$ cat src/design/tcl_pkg.sv
// Package with register map, reset values and field layouts of the critical limit bank
package tcl_pkg;
  // Command byte offsets
  localparam logic [7:0] TCL_LOCAL_CRIT_LIMIT_ADDR    = 8'h40;
  localparam logic [7:0] TCL_REMOTE1_TIER1_LIMIT_ADDR = 8'h41;
  localparam logic [7:0] TCL_REMOTE2_TIER1_LIMIT_ADDR = 8'h42;
  localparam logic [7:0] TCL_REMOTE1_TIER2_LIMIT_ADDR = 8'h49;
  localparam logic [7:0] TCL_REMOTE2_TIER2_LIMIT_ADDR = 8'h4A;
  localparam logic [7:0] TCL_COMMON_HYSTERESIS_ADDR   = 8'h5A;
  localparam logic [7:0] TCL_MAKER_CODE_ADDR          = 8'hFE;
  localparam logic [7:0] TCL_SILICON_REVISION_ADDR    = 8'hFF;
  // Power-on values
  localparam logic [7:0] TCL_LOCAL_CRIT_LIMIT_RST     = 8'h55;
  localparam logic [7:0] TCL_TIER1_LIMIT_RST          = 8'h6E;
  localparam logic [7:0] TCL_TIER2_LIMIT_RST          = 8'h55;
  localparam logic [7:0] TCL_COMMON_HYSTERESIS_RST    = 8'h0A;
  // Writable bit masks
  localparam logic [7:0] TCL_LOCAL_LIMIT_WMASK        = 8'h7F;
  localparam logic [7:0] TCL_REMOTE_LIMIT_WMASK       = 8'hFF;
  localparam logic [7:0] TCL_HYSTERESIS_WMASK         = 8'h1F;
  // Identity codes, values arbitrary
  localparam logic [7:0] TCL_MAKER_CODE_VAL           = 8'h5C;
  localparam logic [7:0] TCL_SILICON_REVISION_VAL     = 8'h10;
  // Channel indices inside the three-bit event vectors
  localparam int TCL_CH_LOCAL   = 0;
  localparam int TCL_CH_REMOTE1 = 1;
  localparam int TCL_CH_REMOTE2 = 2;
  localparam int TCL_NUM_CH     = 3;
  // Number of critical outputs
  localparam int TCL_NUM_OUT    = 3;
endpackage

$ cat src/design/tcl_regs.sv
// Critical limit and hysteresis register bank with comparators and output gating
`timescale 1ns/1ps
// Summary of operation
// - Local limit 7 bits, resets 0x55
// - Local limit top bit reads zero always
// - Local limit sets local event for all outputs
// - Remote limits are full 8-bit writable
// - Tier1 limits at 0x41/0x42, first output only
// - Tier2 limits at 0x49/0x4A, second and third
// - Hysteresis five bits, upper zero, reset 0x0A
// - One hysteresis applies to every limit
// - Set at limit, clear below limit-hysteresis
// - Mask bit one blocks event to output
module tcl_regs (
  input  wire logic       ref_clk,            // Sensor clock, 200 MHz
  input  wire logic       resetn,             // Async reset, active low
  input  wire logic       reg_wr,             // Host write strobe, one cycle
  input  wire logic       reg_rd,             // Host read strobe, one cycle
  input  wire logic [7:0] reg_cmd,            // Command byte
  input  wire logic [7:0] reg_wdata,          // Write data
  output logic [7:0]      reg_rdata,          // Read data, registered
  output logic            reg_rvalid,         // Read data valid pulse
  input  wire logic [7:0] local_temp,         // Local reading, whole degrees
  input  wire logic [7:0] remote1_temp,       // Remote 1 reading, whole degrees
  input  wire logic [7:0] remote2_temp,       // Remote 2 reading, whole degrees
  input  wire logic [2:0] first_mask,         // Mask for first output
  input  wire logic [2:0] second_mask,        // Mask for second output
  input  wire logic [2:0] third_mask,         // Mask for third output
  output logic [2:0]      first_status,       // Per-channel events, first tier
  output logic [2:0]      second_status,      // Per-channel events, second tier
  output logic            crit_out_first,     // First critical output, active high
  output logic            crit_out_second,    // Second critical output, active high
  output logic            crit_out_third      // Third critical output, active high
);
  // Limit and hysteresis storage
  logic [7:0] local_lim_reg, local_lim_next;
  logic [7:0] r1t1_reg, r1t1_next;
  logic [7:0] r2t1_reg, r2t1_next;
  logic [7:0] r1t2_reg, r1t2_next;
  logic [7:0] r2t2_reg, r2t2_next;
  logic [7:0] hyst_reg, hyst_next;
  // Read path
  logic [7:0] rdata_reg, rdata_next;
  logic       rvalid_reg, rvalid_next;
  // Comparator inputs and outputs
  logic [7:0] temp_vec [tcl_pkg::TCL_NUM_CH];
  logic [7:0] t1_lim   [tcl_pkg::TCL_NUM_CH];
  logic [7:0] t2_lim   [tcl_pkg::TCL_NUM_CH];
  logic [2:0] t1_evt;      // First-tier events
  logic [2:0] t2_evt;      // Second-tier events
  logic [2:0] crit_reg, crit_next;

  // Masks a new byte to its writable bits; bits outside the mask are stored as zero
  function automatic logic [7:0] tcl_merge(input logic [7:0] wmask, input logic [7:0] wdata);
    tcl_merge = wdata & wmask;
  endfunction

  // Next-state for writable registers
  always_comb begin
    local_lim_next = local_lim_reg;
    r1t1_next      = r1t1_reg;
    r2t1_next      = r2t1_reg;
    r1t2_next      = r1t2_reg;
    r2t2_next      = r2t2_reg;
    hyst_next      = hyst_reg;
    if (reg_wr) begin
      unique case (reg_cmd)
        tcl_pkg::TCL_LOCAL_CRIT_LIMIT_ADDR: begin
          // Top bit never stored
          local_lim_next = tcl_merge(tcl_pkg::TCL_LOCAL_LIMIT_WMASK, reg_wdata);
        end
        tcl_pkg::TCL_REMOTE1_TIER1_LIMIT_ADDR: begin
          r1t1_next = tcl_merge(tcl_pkg::TCL_REMOTE_LIMIT_WMASK, reg_wdata);
        end
        tcl_pkg::TCL_REMOTE2_TIER1_LIMIT_ADDR: begin
          r2t1_next = tcl_merge(tcl_pkg::TCL_REMOTE_LIMIT_WMASK, reg_wdata);
        end
        tcl_pkg::TCL_REMOTE1_TIER2_LIMIT_ADDR: begin
          r1t2_next = tcl_merge(tcl_pkg::TCL_REMOTE_LIMIT_WMASK, reg_wdata);
        end
        tcl_pkg::TCL_REMOTE2_TIER2_LIMIT_ADDR: begin
          r2t2_next = tcl_merge(tcl_pkg::TCL_REMOTE_LIMIT_WMASK, reg_wdata);
        end
        tcl_pkg::TCL_COMMON_HYSTERESIS_ADDR: begin
          // Upper three bits stay zero
          hyst_next = tcl_merge(tcl_pkg::TCL_HYSTERESIS_WMASK, reg_wdata);
        end
        default: begin
          // Read-only and unmapped commands leave storage alone
        end
      endcase
    end
  end

  // Register storage with power-on defaults
  always_ff @(posedge ref_clk or negedge resetn) begin
    if (!resetn) begin
      local_lim_reg <= tcl_pkg::TCL_LOCAL_CRIT_LIMIT_RST;
      r1t1_reg      <= tcl_pkg::TCL_TIER1_LIMIT_RST;
      r2t1_reg      <= tcl_pkg::TCL_TIER1_LIMIT_RST;
      r1t2_reg      <= tcl_pkg::TCL_TIER2_LIMIT_RST;
      r2t2_reg      <= tcl_pkg::TCL_TIER2_LIMIT_RST;
      hyst_reg      <= tcl_pkg::TCL_COMMON_HYSTERESIS_RST;
    end else begin
      local_lim_reg <= local_lim_next;
      r1t1_reg      <= r1t1_next;
      r2t1_reg      <= r2t1_next;
      r1t2_reg      <= r1t2_next;
      r2t2_reg      <= r2t2_next;
      hyst_reg      <= hyst_next;
    end
  end

  // Read mux; unmapped commands answer zero
  always_comb begin
    rdata_next  = rdata_reg;
    rvalid_next = reg_rd;
    if (reg_rd) begin
      unique case (reg_cmd)
        tcl_pkg::TCL_LOCAL_CRIT_LIMIT_ADDR: begin
          rdata_next = local_lim_reg & tcl_pkg::TCL_LOCAL_LIMIT_WMASK;
        end
        tcl_pkg::TCL_REMOTE1_TIER1_LIMIT_ADDR: rdata_next = r1t1_reg;
        tcl_pkg::TCL_REMOTE2_TIER1_LIMIT_ADDR: rdata_next = r2t1_reg;
        tcl_pkg::TCL_REMOTE1_TIER2_LIMIT_ADDR: rdata_next = r1t2_reg;
        tcl_pkg::TCL_REMOTE2_TIER2_LIMIT_ADDR: rdata_next = r2t2_reg;
        tcl_pkg::TCL_COMMON_HYSTERESIS_ADDR: begin
          rdata_next = hyst_reg & tcl_pkg::TCL_HYSTERESIS_WMASK;
        end
        tcl_pkg::TCL_MAKER_CODE_ADDR:       rdata_next = tcl_pkg::TCL_MAKER_CODE_VAL;
        tcl_pkg::TCL_SILICON_REVISION_ADDR: rdata_next = tcl_pkg::TCL_SILICON_REVISION_VAL;
        default:                            rdata_next = 8'h00;
      endcase
    end
  end

  // Read data register; data holds until the next read
  always_ff @(posedge ref_clk or negedge resetn) begin
    if (!resetn) begin
      rdata_reg  <= 8'h00;
      rvalid_reg <= 1'b0;
    end else begin
      rdata_reg  <= rdata_next;
      rvalid_reg <= rvalid_next;
    end
  end

  // Channel wiring; the local limit feeds both tiers so all outputs share it
  always_comb begin
    temp_vec[tcl_pkg::TCL_CH_LOCAL]   = local_temp;
    temp_vec[tcl_pkg::TCL_CH_REMOTE1] = remote1_temp;
    temp_vec[tcl_pkg::TCL_CH_REMOTE2] = remote2_temp;
    t1_lim[tcl_pkg::TCL_CH_LOCAL]     = local_lim_reg;
    t1_lim[tcl_pkg::TCL_CH_REMOTE1]   = r1t1_reg;
    t1_lim[tcl_pkg::TCL_CH_REMOTE2]   = r2t1_reg;
    t2_lim[tcl_pkg::TCL_CH_LOCAL]     = local_lim_reg;
    t2_lim[tcl_pkg::TCL_CH_REMOTE1]   = r1t2_reg;
    t2_lim[tcl_pkg::TCL_CH_REMOTE2]   = r2t2_reg;
  end

  // One comparator pair per channel, all sharing the hysteresis
  for (genvar ch = 0; ch < tcl_pkg::TCL_NUM_CH; ch++) begin : g_ch
    tcl_hyst_cmp u_t1 (
      .ref_clk (ref_clk),
      .resetn  (resetn),
      .temp    (temp_vec[ch]),
      .limit   (t1_lim[ch]),
      .hyst    (hyst_reg[4:0]),
      .crit    (t1_evt[ch])
    );
    // Local tier-2 duplicates tier-1 but keeps structure uniform
    tcl_hyst_cmp u_t2 (
      .ref_clk (ref_clk),
      .resetn  (resetn),
      .temp    (temp_vec[ch]),
      .limit   (t2_lim[ch]),
      .hyst    (hyst_reg[4:0]),
      .crit    (t2_evt[ch])
    );
  end

  // Mask gating; a set mask bit blocks that channel
  always_comb begin
    crit_next[0] = |(t1_evt & ~first_mask);
    crit_next[1] = |(t2_evt & ~second_mask);
    crit_next[2] = |(t2_evt & ~third_mask);
  end

  // Registered outputs to avoid glitches on the pins
  always_ff @(posedge ref_clk or negedge resetn) begin
    if (!resetn) begin
      crit_reg <= 3'h0;
    end else begin
      crit_reg <= crit_next;
    end
  end

  assign crit_out_first  = crit_reg[0];
  assign crit_out_second = crit_reg[1];
  assign crit_out_third  = crit_reg[2];
  assign first_status    = t1_evt;
  assign second_status   = t2_evt;
  assign reg_rdata       = rdata_reg;
  assign reg_rvalid      = rvalid_reg;
endmodule

$ cat src/design/tcl_hyst_cmp.sv
// Hysteresis comparator for one channel against one limit
`timescale 1ns/1ps
module tcl_hyst_cmp (
  input  wire logic       ref_clk,   // Sensor clock
  input  wire logic       resetn,    // Async reset, active low
  input  wire logic [7:0] temp,      // Whole-degree reading
  input  wire logic [7:0] limit,     // Rising threshold
  input  wire logic [4:0] hyst,      // Common hysteresis
  output logic            crit       // Sticky-with-hysteresis status
);
  logic       crit_reg;   // Held status
  logic       crit_next;  // Next status
  logic [8:0] fall_thr;   // Limit minus hysteresis, nine bits to keep sign

  // Falling threshold; a limit below the hysteresis gives a negative value
  assign fall_thr = {1'b0, limit} - {4'h0, hyst};

  // Set at or above limit, clear only below limit minus hysteresis
  always_comb begin
    crit_next = crit_reg;
    if (temp >= limit) begin
      crit_next = 1'b1;
    end else if (!fall_thr[8] && ({1'b0, temp} < fall_thr)) begin
      crit_next = 1'b0;
    end
  end

  // Register the status
  always_ff @(posedge ref_clk or negedge resetn) begin
    if (!resetn) begin
      crit_reg <= 1'b0;
    end else begin
      crit_reg <= crit_next;
    end
  end

  assign crit = crit_reg;
endmodule

$ cat config.mk
export PLATFORM = sky130hd
export DESIGN_NAME = tcl_regs
export DESIGN_NICKNAME = d
export VERILOG_FILES = /design/src/design/tcl_pkg.sv /design/src/design/tcl_regs.sv /design/src/design/tcl_hyst_cmp.sv
export SDC_FILE = /design/constraint.sdc
export NUM_CORES = 1
export LEC_CHECK = 0
export BUFFER_PORTS_ARGS = -buffer_cell sky130_fd_sc_hd__buf_2
export CAP_MARGIN = 20
export CORE_UTILIZATION = 55
export CTS_BUF_LIST = sky130_fd_sc_hd__clkbuf_16
export DETAILED_ROUTE_END_ITERATION = 10
export PLACE_DENSITY = 0.76
export SLEW_MARGIN = 25
export SYNTH_ARGS = -nofsm -noshare
export SYNTH_HDL_FRONTEND = slang
export SYNTH_SLANG_ARGS = --single-unit
$ cat constraint.sdc
create_clock -name ref_clk -period 3.8 [get_ports ref_clk]
set_input_delay 0.38 -clock ref_clk [delete_from_list [all_inputs] [get_ports ref_clk]]
set_output_delay 0.38 -clock ref_clk [all_outputs]
set_load 0.005 [all_outputs]
Word-level counts from Yosys, hierarchy flattened:

Index checks and enable logic that the tools add are counted.
Widths: inputs -> output; s select.

* input bits: 53
* output and inout bits: 18
* word-level logic and storage cells: 78
* register bits: 61

* order comparisons: 10
* bitwise logic cells: 6
* eq/ne operators: 8
* reduce and logical (&&, ||, !) cells: 24
* add/sub/neg operators: 5
* muxes and demuxes: 11

Operator list (number)
* $pmux 8 s8: 1
* $eq 8x7->1 const B: 6
* $lt 8x9->1: 5
* $sub 8x5->9: 4
* $ge 8x8->1: 4
* $eq 8x8->1 const B: 2
* $reduce_and 2->1: 6
* $mux 1: 10
* $reduce_bool 2->1: 5
* $and 3x3->3: 3
* $not 3->3: 3
* $reduce_or 3->1: 3
* $ge 8x7->1: 1
* $sub 7x5->8: 1
* $logic_and 1x1->1: 5
* $logic_not 1->1: 5

Logic depth before layout (Yosys ltp):

Gate-level depths: netlist of the first run.

* word-level depth: 5
* depth in mapped cells: 14

Cells and area by module:

From an unflattened synthesis of the first run, not the netlist that was laid out.

* cell total of the unflattened synthesis: 719
* area, all modules: 6613.8 um^2

By module, submodules not included
* tcl_hyst_cmp: cells each 86, area each 650.6 um^2, instances 6
* tcl_regs: cells each 203, area each 2710.1 um^2, instances 1

Least setup slack after synthesis of the first run:

OpenSTA, ideal clock, no wires.

* path kind: reg-to-reg
* from: register hyst_reg[1]
* to: register g_ch[0].u_t2.crit_reg
* arrival time: 2.796 ns
* data required time: 3.667 ns
* buffers on the path: 0
* library setup time: 0.133 ns
* period minus slack after synthesis: 2.929 ns
* setup slack: 0.871 ns
* cell stages (with the launch flop): 13
* cell sequence: dfstp_2 -> inv_1 -> ha_1 -> nor2b_1 -> o31a_1 -> o21ai_0 -> nand2b_1 -> xnor2_1 -> ha_1 -> a21o_1 -> a211o_1 -> a211oi_1 -> o211ai_1

* word-level cells in the longest chain between the ends: 4
* elaborated cells on any way between the ends: 5
* those cells by class: 1 x add/sub; 1 x order compare; 3 x reduce/logical

Ends and longest elaborated chain
* from (decl): RTL line tcl_regs.sv:41 `logic [7:0] hyst_reg, hyst_next;`
* from (signal assigned): RTL line tcl_regs.sv:103 `hyst_reg <= tcl_pkg::TCL_COMMON_HYSTERESIS_RST;`
* from (signal assigned): RTL line tcl_regs.sv:110 `hyst_reg <= hyst_next;`
* $sub 7x5->8 *: RTL line tcl_hyst_cmp.sv:16 `assign fall_thr = {1'b0, limit} - {4'h0, hyst};`
* $lt 8x9->1 or $logic_not 1->1 (tied branches): RTL line tcl_hyst_cmp.sv:23 `end else if (!fall_thr[8] && ({1'b0, temp} < fall_thr)) begin`
* $logic_and 1x1->1 *: RTL line tcl_hyst_cmp.sv:23
* $reduce_bool 2->1 (no line) *
* to (signal assigned): RTL line tcl_hyst_cmp.sv:33 `crit_reg <= crit_next;`
* to (decl): RTL line tcl_hyst_cmp.sv:11 `logic crit_reg;`

Mark *: on every way between the ends. The rest lies on a longest branch, timed or not.
A chain may end at the register's enable or synchronous reset.

Worst setup path after layout of the first run:

* from: register hyst_reg[1]
* to: register g_ch[2].u_t1.crit_reg

* word-level cells in the longest chain between the ends: 4
* elaborated cells on any way between the ends: 5
* those cells by class: 1 x add/sub; 1 x order compare; 3 x reduce/logical

Ends and longest elaborated chain (RTL line)
* $sub 8x5->9 *: tcl_hyst_cmp.sv:16
* $lt 8x9->1 or $logic_not 1->1 (tied branches): tcl_hyst_cmp.sv:23
* $logic_and 1x1->1 *: tcl_hyst_cmp.sv:23
* $reduce_bool 2->1 (no line) *
* to (signal assigned): tcl_hyst_cmp.sv:33
* to (decl): tcl_hyst_cmp.sv:11

Marked as above.

==> reports/summary.txt, run 1 <==
Die X-Extent -> 103 µm
#FFs+latches synth -> 61
Req. time, crit path -> 4.00 ns
Post-Route WL -> 14.1 mm
Simple-gate share of the synthesized area -> 12.2%
Ys Warns -> 0
Top Ports -> 71
Mapped Cells -> 599
CTS buffer count -> 9
Die Area -> 0.0107 mm²
Pre-antenna DRT Iters -> 5
Area growth syn-to-layout -> 13.0%
Crit. Startpoint -> hyst_reg[1]
Input/output buffers -> 70
Power Density -> 353 mW/mm²
Clock Latency Late Sink -> 0.33 ns
Share of cells above drive strength 1 -> 24.6%
Max Cap Viol -> 0
Mux contribution to synthesized area -> 8.81%
Top-count cell post-synth -> ha_1
CTS root buf -> clkbuf_16
Largest family of logic cells by synthesized area -> adder cells
Count of final setup violators -> 0
Sequential share of the synthesized area -> 27.6%
Ant. Diodes -> 0
TritonCTS clock tree -> yes
Aggregate global routing overflow -> 0
First-pass GRT wire length -> 22.4 mm
Final Cell Area -> 0.00637 mm²
Row cnt -> 36
Post-Synth XOR/XNOR Area -> 1.86%
Worst vdd ir -> 0.219 mV
Yosys cell types -> 57
Post-DP HPWL -> 11.5 mm
Crit path launch type -> register
Status -> completed
Gr usage total -> 28.3%
Clock buffer depth -> 2
Tmin final -> 3.39 ns
Total Power -> 2.25 mW
Leak pwr -> 2.92 nW
Vias in the first global route -> 4,551
Slew Limit Headroom -> 45.5%
Hold Violations, Final -> 0
Chip height -> 103 µm
Register Area -> 0.00156 mm²
Vias per inst -> 5.94
CTS Sinks -> 61
Synth Area per Inst -> 9.41 µm²
Worst EP arrival -> 3.59 ns
Vias -> 4,767
DRC Markers -> 0
Placed cell area -> 0.00607 mm²
Final Max Tran Viols -> 0
Final worst path period share -> 89.3%
# hold bufs at CTS -> 0
WL per Instance -> 17.5 µm
EDFF count, synth -> 0
Clock transition at path regs -> 0.06 ns
TNS Setup -> 0 ns
RSZ-0062 raised after global routing -> false
Initial antenna violation count -> 0
Post-Syn Area -> 0.00564 mm²
Post-CTS setup buffers -> 0
HP Class -> in2async
Mapped Nets -> 755
Post-Synth Adder-Cell Area -> 23.5%
CP endpoint kind -> register
Post-synthesis compound-gate area fraction -> 20.2%
Top cell type by total area after synthesis -> ha_1
Initial core utilization -> 57.2%
Combined area of the multi-input logic cells -> 0.00375 mm²
Measured slew at the worst slew-check pin -> 0.809 ns
CTS H-Tree Depth -> 3
Core box area -> 0.00986 mm²
CP Max Fanout -> 7
Skew final -> 0.00409 ns
Crit Reg-Reg Startpoint -> hyst_reg[1]
# nets final -> 821
Ys flop type -> dfrtp_1
Commonest cells in the netlist -> 98 x ha_1, 63 x inv_1, 45 x o21ai_0
Final core occ -> 64.6%
Post-synth ARST share -> 100%
Post-synth top area share -> 21.7%
Reg2Reg Setup Slack -> 0.41 ns
Largest net degree at the start of global routing -> 39
Final GP Congestion -> 0.967
DRT iter0 DRCs -> 183
Fill count -> 819
DRT antenna net count -> 0
CP Class -> reg2reg
Maximum clock rate -> 295 MHz
Post-CTS sizing -> 0
Area contributors post-synth -> ha_1 22%, dfrtp_1 16%, dfstp_2 11%
==> layout make-up <==
class / count / share of cell area, %
multi-input combinational: 459 / 58.9
sequential: 61 / 24.4
timing repair buffer: 71 / 5.62
inverter: 63 / 3.71
clock buffer: 9 / 3.53
tap: 133 / 2.61
clock inverter: 7 / 1.18
==> layout by cell type, fill, tap and decap left out, types with 7 or more instances in the layout <==
cell       synthesis  routed
a21o_1            10      10
nor2_1            38      38
mux2i_1            8       8
nand2_1           23      23
mux2_2            37      37
a21oi_1           29      29
inv_1             63      63
buf_2              3      70
nor2b_1           11      11
ha_1              98      98
dfrtp_1           37      37
nand2b_1          12      12
o22ai_1           13      13
xnor2_1            7       7
dfstp_2           24      24
clkbuf_16          0       9
a211oi_1          21      21
nor3_1             7       7
o21ai_0           45      45
o21a_1            18      18
==> worst max-delay path: stages (launching register included) <==
cell and delay (ns):
dfstp_2 0.70, inv_1 0.23, ha_1 0.33, nor2b_1 0.13
o21a_1 0.19, o21a_1 0.18, o21ai_0 0.26, a21oi_1 0.13
ha_1 0.31, o2111a_1 0.17, a211oi_1 0.24, o21ai_0 0.11
a211oi_1 0.17, o22ai_1 0.12
==> worst paths after layout <==
| kind | depth (start not counted) | end |
|---|---|---|
| max reg2reg | 13 | g_ch[2].u_t1.crit |
| max | 13 | g_ch[2].u_t1.crit |
| min in group ref_clk | 2 | crit_reg[1] |
| max in group asynchronous | 2 | r2t2_reg[4] |
| min | 1 | reg_rvalid |
| min reg2reg | 1 | hyst_reg[2] |
==> per-stage QoR <==
step,instances,hold WS (ns),worst slack (ns)
floorplan,599,0.0844,0.871
global route,803,0.0643,0.152
CTS,803,0.0237,0.395
global placement,787,0.375,0.613
detailed placement,787,0.377,0.421
finish,803,0.0241,0.407
==> kinds of logic after synthesis <==
group	Yosys count
AND/OR/NAND/NOR	127
XOR/XNOR	12
buffers and inverters	79
flip-flops	61
adder cells (fa/ha/maj)	103
AO/OA/AOI/OAI	172
multiplexers	45
==> power by group <==
part	internal [mW]	switching [mW]
registers	0.701	0.0434
logic	0.318	0.379
clock network	0.510	0.299
total	1.53	0.721
==> routing by layer <==
metal / part of all wire [%] / vias up / global-route usage (%) / routed length, µm
li1: - / 2336 / - / -
met4: 2.8 / 0 / 9.75 / 389
met3: 3.9 / 35 / 4.03 / 556
met1: 45 / 2282 / 37.7 / 6350
met5: 0 / - / 0 / 0
met2: 48 / 114 / 47.2 / 6790
Power figures use the tool's default switching activity.
==> run 2, diff against run 1 <==
--- a/config.mk
+++ b/config.mk
@@ -10,6 +10,7 @@
 export CORE_UTILIZATION = 55
 export CTS_BUF_LIST = sky130_fd_sc_hd__clkbuf_16
 export DETAILED_ROUTE_END_ITERATION = 10
+export HOLD_SLACK_MARGIN = 0.12
 export PLACE_DENSITY = 0.76
 export SLEW_MARGIN = 25
 export SYNTH_ARGS = -nofsm -noshare
==> run 2 against run 1 <==
Effect of this change: wire length barely moved; clock power barely moved; power barely moved; count of clock-buffer cells in the layout did not move; worst setup slack got worse by 0.0025 ns; first-iteration DRC count rose by 14%; combinational power barely moved; critical endpoint unchanged.
==> reports/summary.txt, run 2 (synthesized netlist as in run 1, its figures left out) <==
Worst EP arrival -> 3.60 ns (about the same)
Input/output buffers -> 70 (unchanged)
Share of cells above drive strength 1 -> 24.6% (-0.037 points)
WL per Instance -> 17.5 µm (-0.11%)
Maximum clock rate -> 294 MHz (about the same)
Vias in the first global route -> 4,554 (+0.066%)
Crit path launch type -> register
Leak pwr -> 2.93 nW (+0.14%)
Largest net degree at the start of global routing -> 39 (unchanged)
Post-Route WL -> 14.1 mm (about the same)
Vias per inst -> 5.93 (-0.17%)
CP max stage delay -> 0.71 ns (about the same)
CP Max Fanout -> 7 (unchanged)
Gr usage total -> 28.3% (about the same)
Buffer and inverter count on the worst path -> 1 (unchanged)
DRT antenna net count -> 0 (unchanged)
Aggregate global routing overflow -> 0 (unchanged)
Post-CTS sizing -> 0 (unchanged)
Req. time, crit path -> 4.00 ns (about the same)
Post-DP HPWL -> 11.5 mm (unchanged)
Slew Limit Headroom -> 43.8% (-1.7 points)
Core box area -> 0.00986 mm² (unchanged)
# nets final -> 822 (+0.12%)
Most frequent cells in the layout -> 98 x ha_1, 70 x buf_2, 63 x inv_1, 45 x o21ai_0, 38 x nor2_1
Initial antenna violation count -> 0 (unchanged)
Skew final -> 0.00509 ns (+0.00101 ns)
Status -> completed
Clock buffer depth -> 2 (unchanged)
Row cnt -> 36 (unchanged)
Slowest-stage cell, CP -> dfstp_2
CTS buffer count -> 9 (unchanged)
Top Ports -> 71 (unchanged)
Power Density -> 353 mW/mm² (-0.13%)
Chip height -> 103 µm (unchanged)
Worst hold margin -> 0.213 ns (+0.189 ns)
CP endpoint kind -> register
Area growth syn-to-layout -> 13.2%
HP Class -> in2reg
Die Area -> 0.0107 mm² (unchanged)
TNS Setup -> 0 ns (unchanged)
Tmin final -> 3.40 ns (+0.00254 ns)
Final GP Congestion -> 0.967 (unchanged)
CTS root buf -> clkbuf_16
Clock transition at path regs -> 0.05 ns (about the same)
Vias -> 4,765 (-0.042%)
TritonCTS clock tree -> yes
Cell Chain, Critical Path -> inv_1 > ha_1 > nor2b_1 > o21a_1 > o21a_1 > o21ai_0 > a21oi_1 > ha_1 > o2111a_1 > a211oi_1 > o21ai_0 > a211oi_1 > o22ai_1
Final worst path period share -> 89.4% (about the same)
CP Class -> reg2reg
First-pass GRT wire length -> 22.5 mm (about the same)
CTS H-Tree Depth -> 3 (unchanged)
Commonest non-fill, non-tap cell in the layout -> ha_1
Initial core utilization -> 57.2% (unchanged)
CTS Sinks -> 61 (unchanged)
Clock Latency Late Sink -> 0.33 ns (about the same)
Pre-antenna DRT Iters -> 5 (unchanged)
Ant. Diodes -> 0 (unchanged)
Hold Violations, Final -> 0 (unchanged)
Fill count -> 818 (-0.12%)
Max Cap Viol -> 0 (unchanged)
Die X-Extent -> 103 µm (unchanged)
DRC Markers -> 0 (unchanged)
DRT iter0 DRCs -> 209 (+14%)
CP delay by family, top -> compound AO/OA/AOI/OAI gates
Measured slew at the worst slew-check pin -> 0.834 ns (+0.0254 ns)
Worst vdd ir -> 0.218 mV (-0.41%)
RSZ-0062 raised after global routing -> false
Final Max Tran Viols -> 0 (unchanged)
Count of final setup violators -> 0 (unchanged)
[run 2: cell count changes in the layout (fill, tap and decap cells not counted)]
cell	before	now
dlygate4sd3_1	0	1
[run 2: repair_timing]
action | in CTS | in global routing
endpoints found under the setup margin | 0 | 0
buffers inserted | 0 | 0
hold endpoints to repair | 14 | 0
hold buffers | 1 | 0
[run 2: layout make-up]
type / count / area (µm²) / share of cell area, %
clock inverters: 7 / 75.1 / 1.18
flip-flops and latches: 61 / 1560 / 24.4
inverters: 63 / 236 / 3.71
clock buffers: 9 / 225 / 3.53
multi-input cells: 459 / 3750 / 58.8
well taps: 133 / 166 / 2.61
repair buffers: 72 / 368 / 5.76
[run 2: worst reg2reg max path, stage by stage, from the launching register on]
cell,delay [ns]
dfstp_2,0.71
inv_1,0.23
ha_1,0.33
nor2b_1,0.13
o21a_1,0.19
o21a_1,0.18
o21ai_0,0.26
a21oi_1,0.13
ha_1,0.31
o2111a_1,0.17
a211oi_1,0.24
o21ai_0,0.11
a211oi_1,0.17
o22ai_1,0.12
[run 2: metal layers]
| layer | up-vias | track usage (%) | routed length (µm) |
|---|---|---|---|
| met3 | 33 | 4.03 | 627 |
| met2 | 130 | 47.2 | 6810 |
| li1 | 2333 | - | - |
| met1 | 2269 | 37.7 | 6270 |
| met4 | 0 | 9.75 | 377 |
| met5 | - | 0 | 0 |
[run 2: power by group]
group	internal [mW]	total [mW]	switching, mW
clock	0.510	0.808	0.299
sequential	0.701	0.745	0.0434
combinational	0.319	0.698	0.379
[run 2: path summary, 6_finish.rpt]
kind                                endpoint  cells after the start           start  slack (ns)
hold reg to reg                  hyst_reg[2]                      1     hyst_reg[2]        0.52
max in group asynchronous        r2t2_reg[4]                      3          resetn        2.33
min in group asynchronous         reg_rvalid                      2          resetn        0.56
setup reg to reg           g_ch[2].u_t1.crit                     13     hyst_reg[1]        0.40
setup / recovery           g_ch[2].u_t1.crit                     13     hyst_reg[1]        0.40
hold / removal                   crit_reg[1]                      2  second_mask[0]        0.21
[run 2: through the flow]
| step | util [%] | power, mW | instance area (µm²) | setup slack [ns] | instances |
|---|---|---|---|---|---|
| after floorplan | - | 1.24 | 5640 | 0.871 | 599 |
| after global placement | 61.6 | 1.41 | 6070 | 0.613 | 787 |
| after detailed placement | 61.6 | 1.45 | 6070 | 0.421 | 787 |
| after CTS | 64.7 | 2.26 | 6380 | 0.395 | 804 |
| after global routing | 64.7 | 2.40 | 6380 | 0.152 | 804 |
| final | 64.7 | 2.25 | 6380 | 0.404 | 804 |
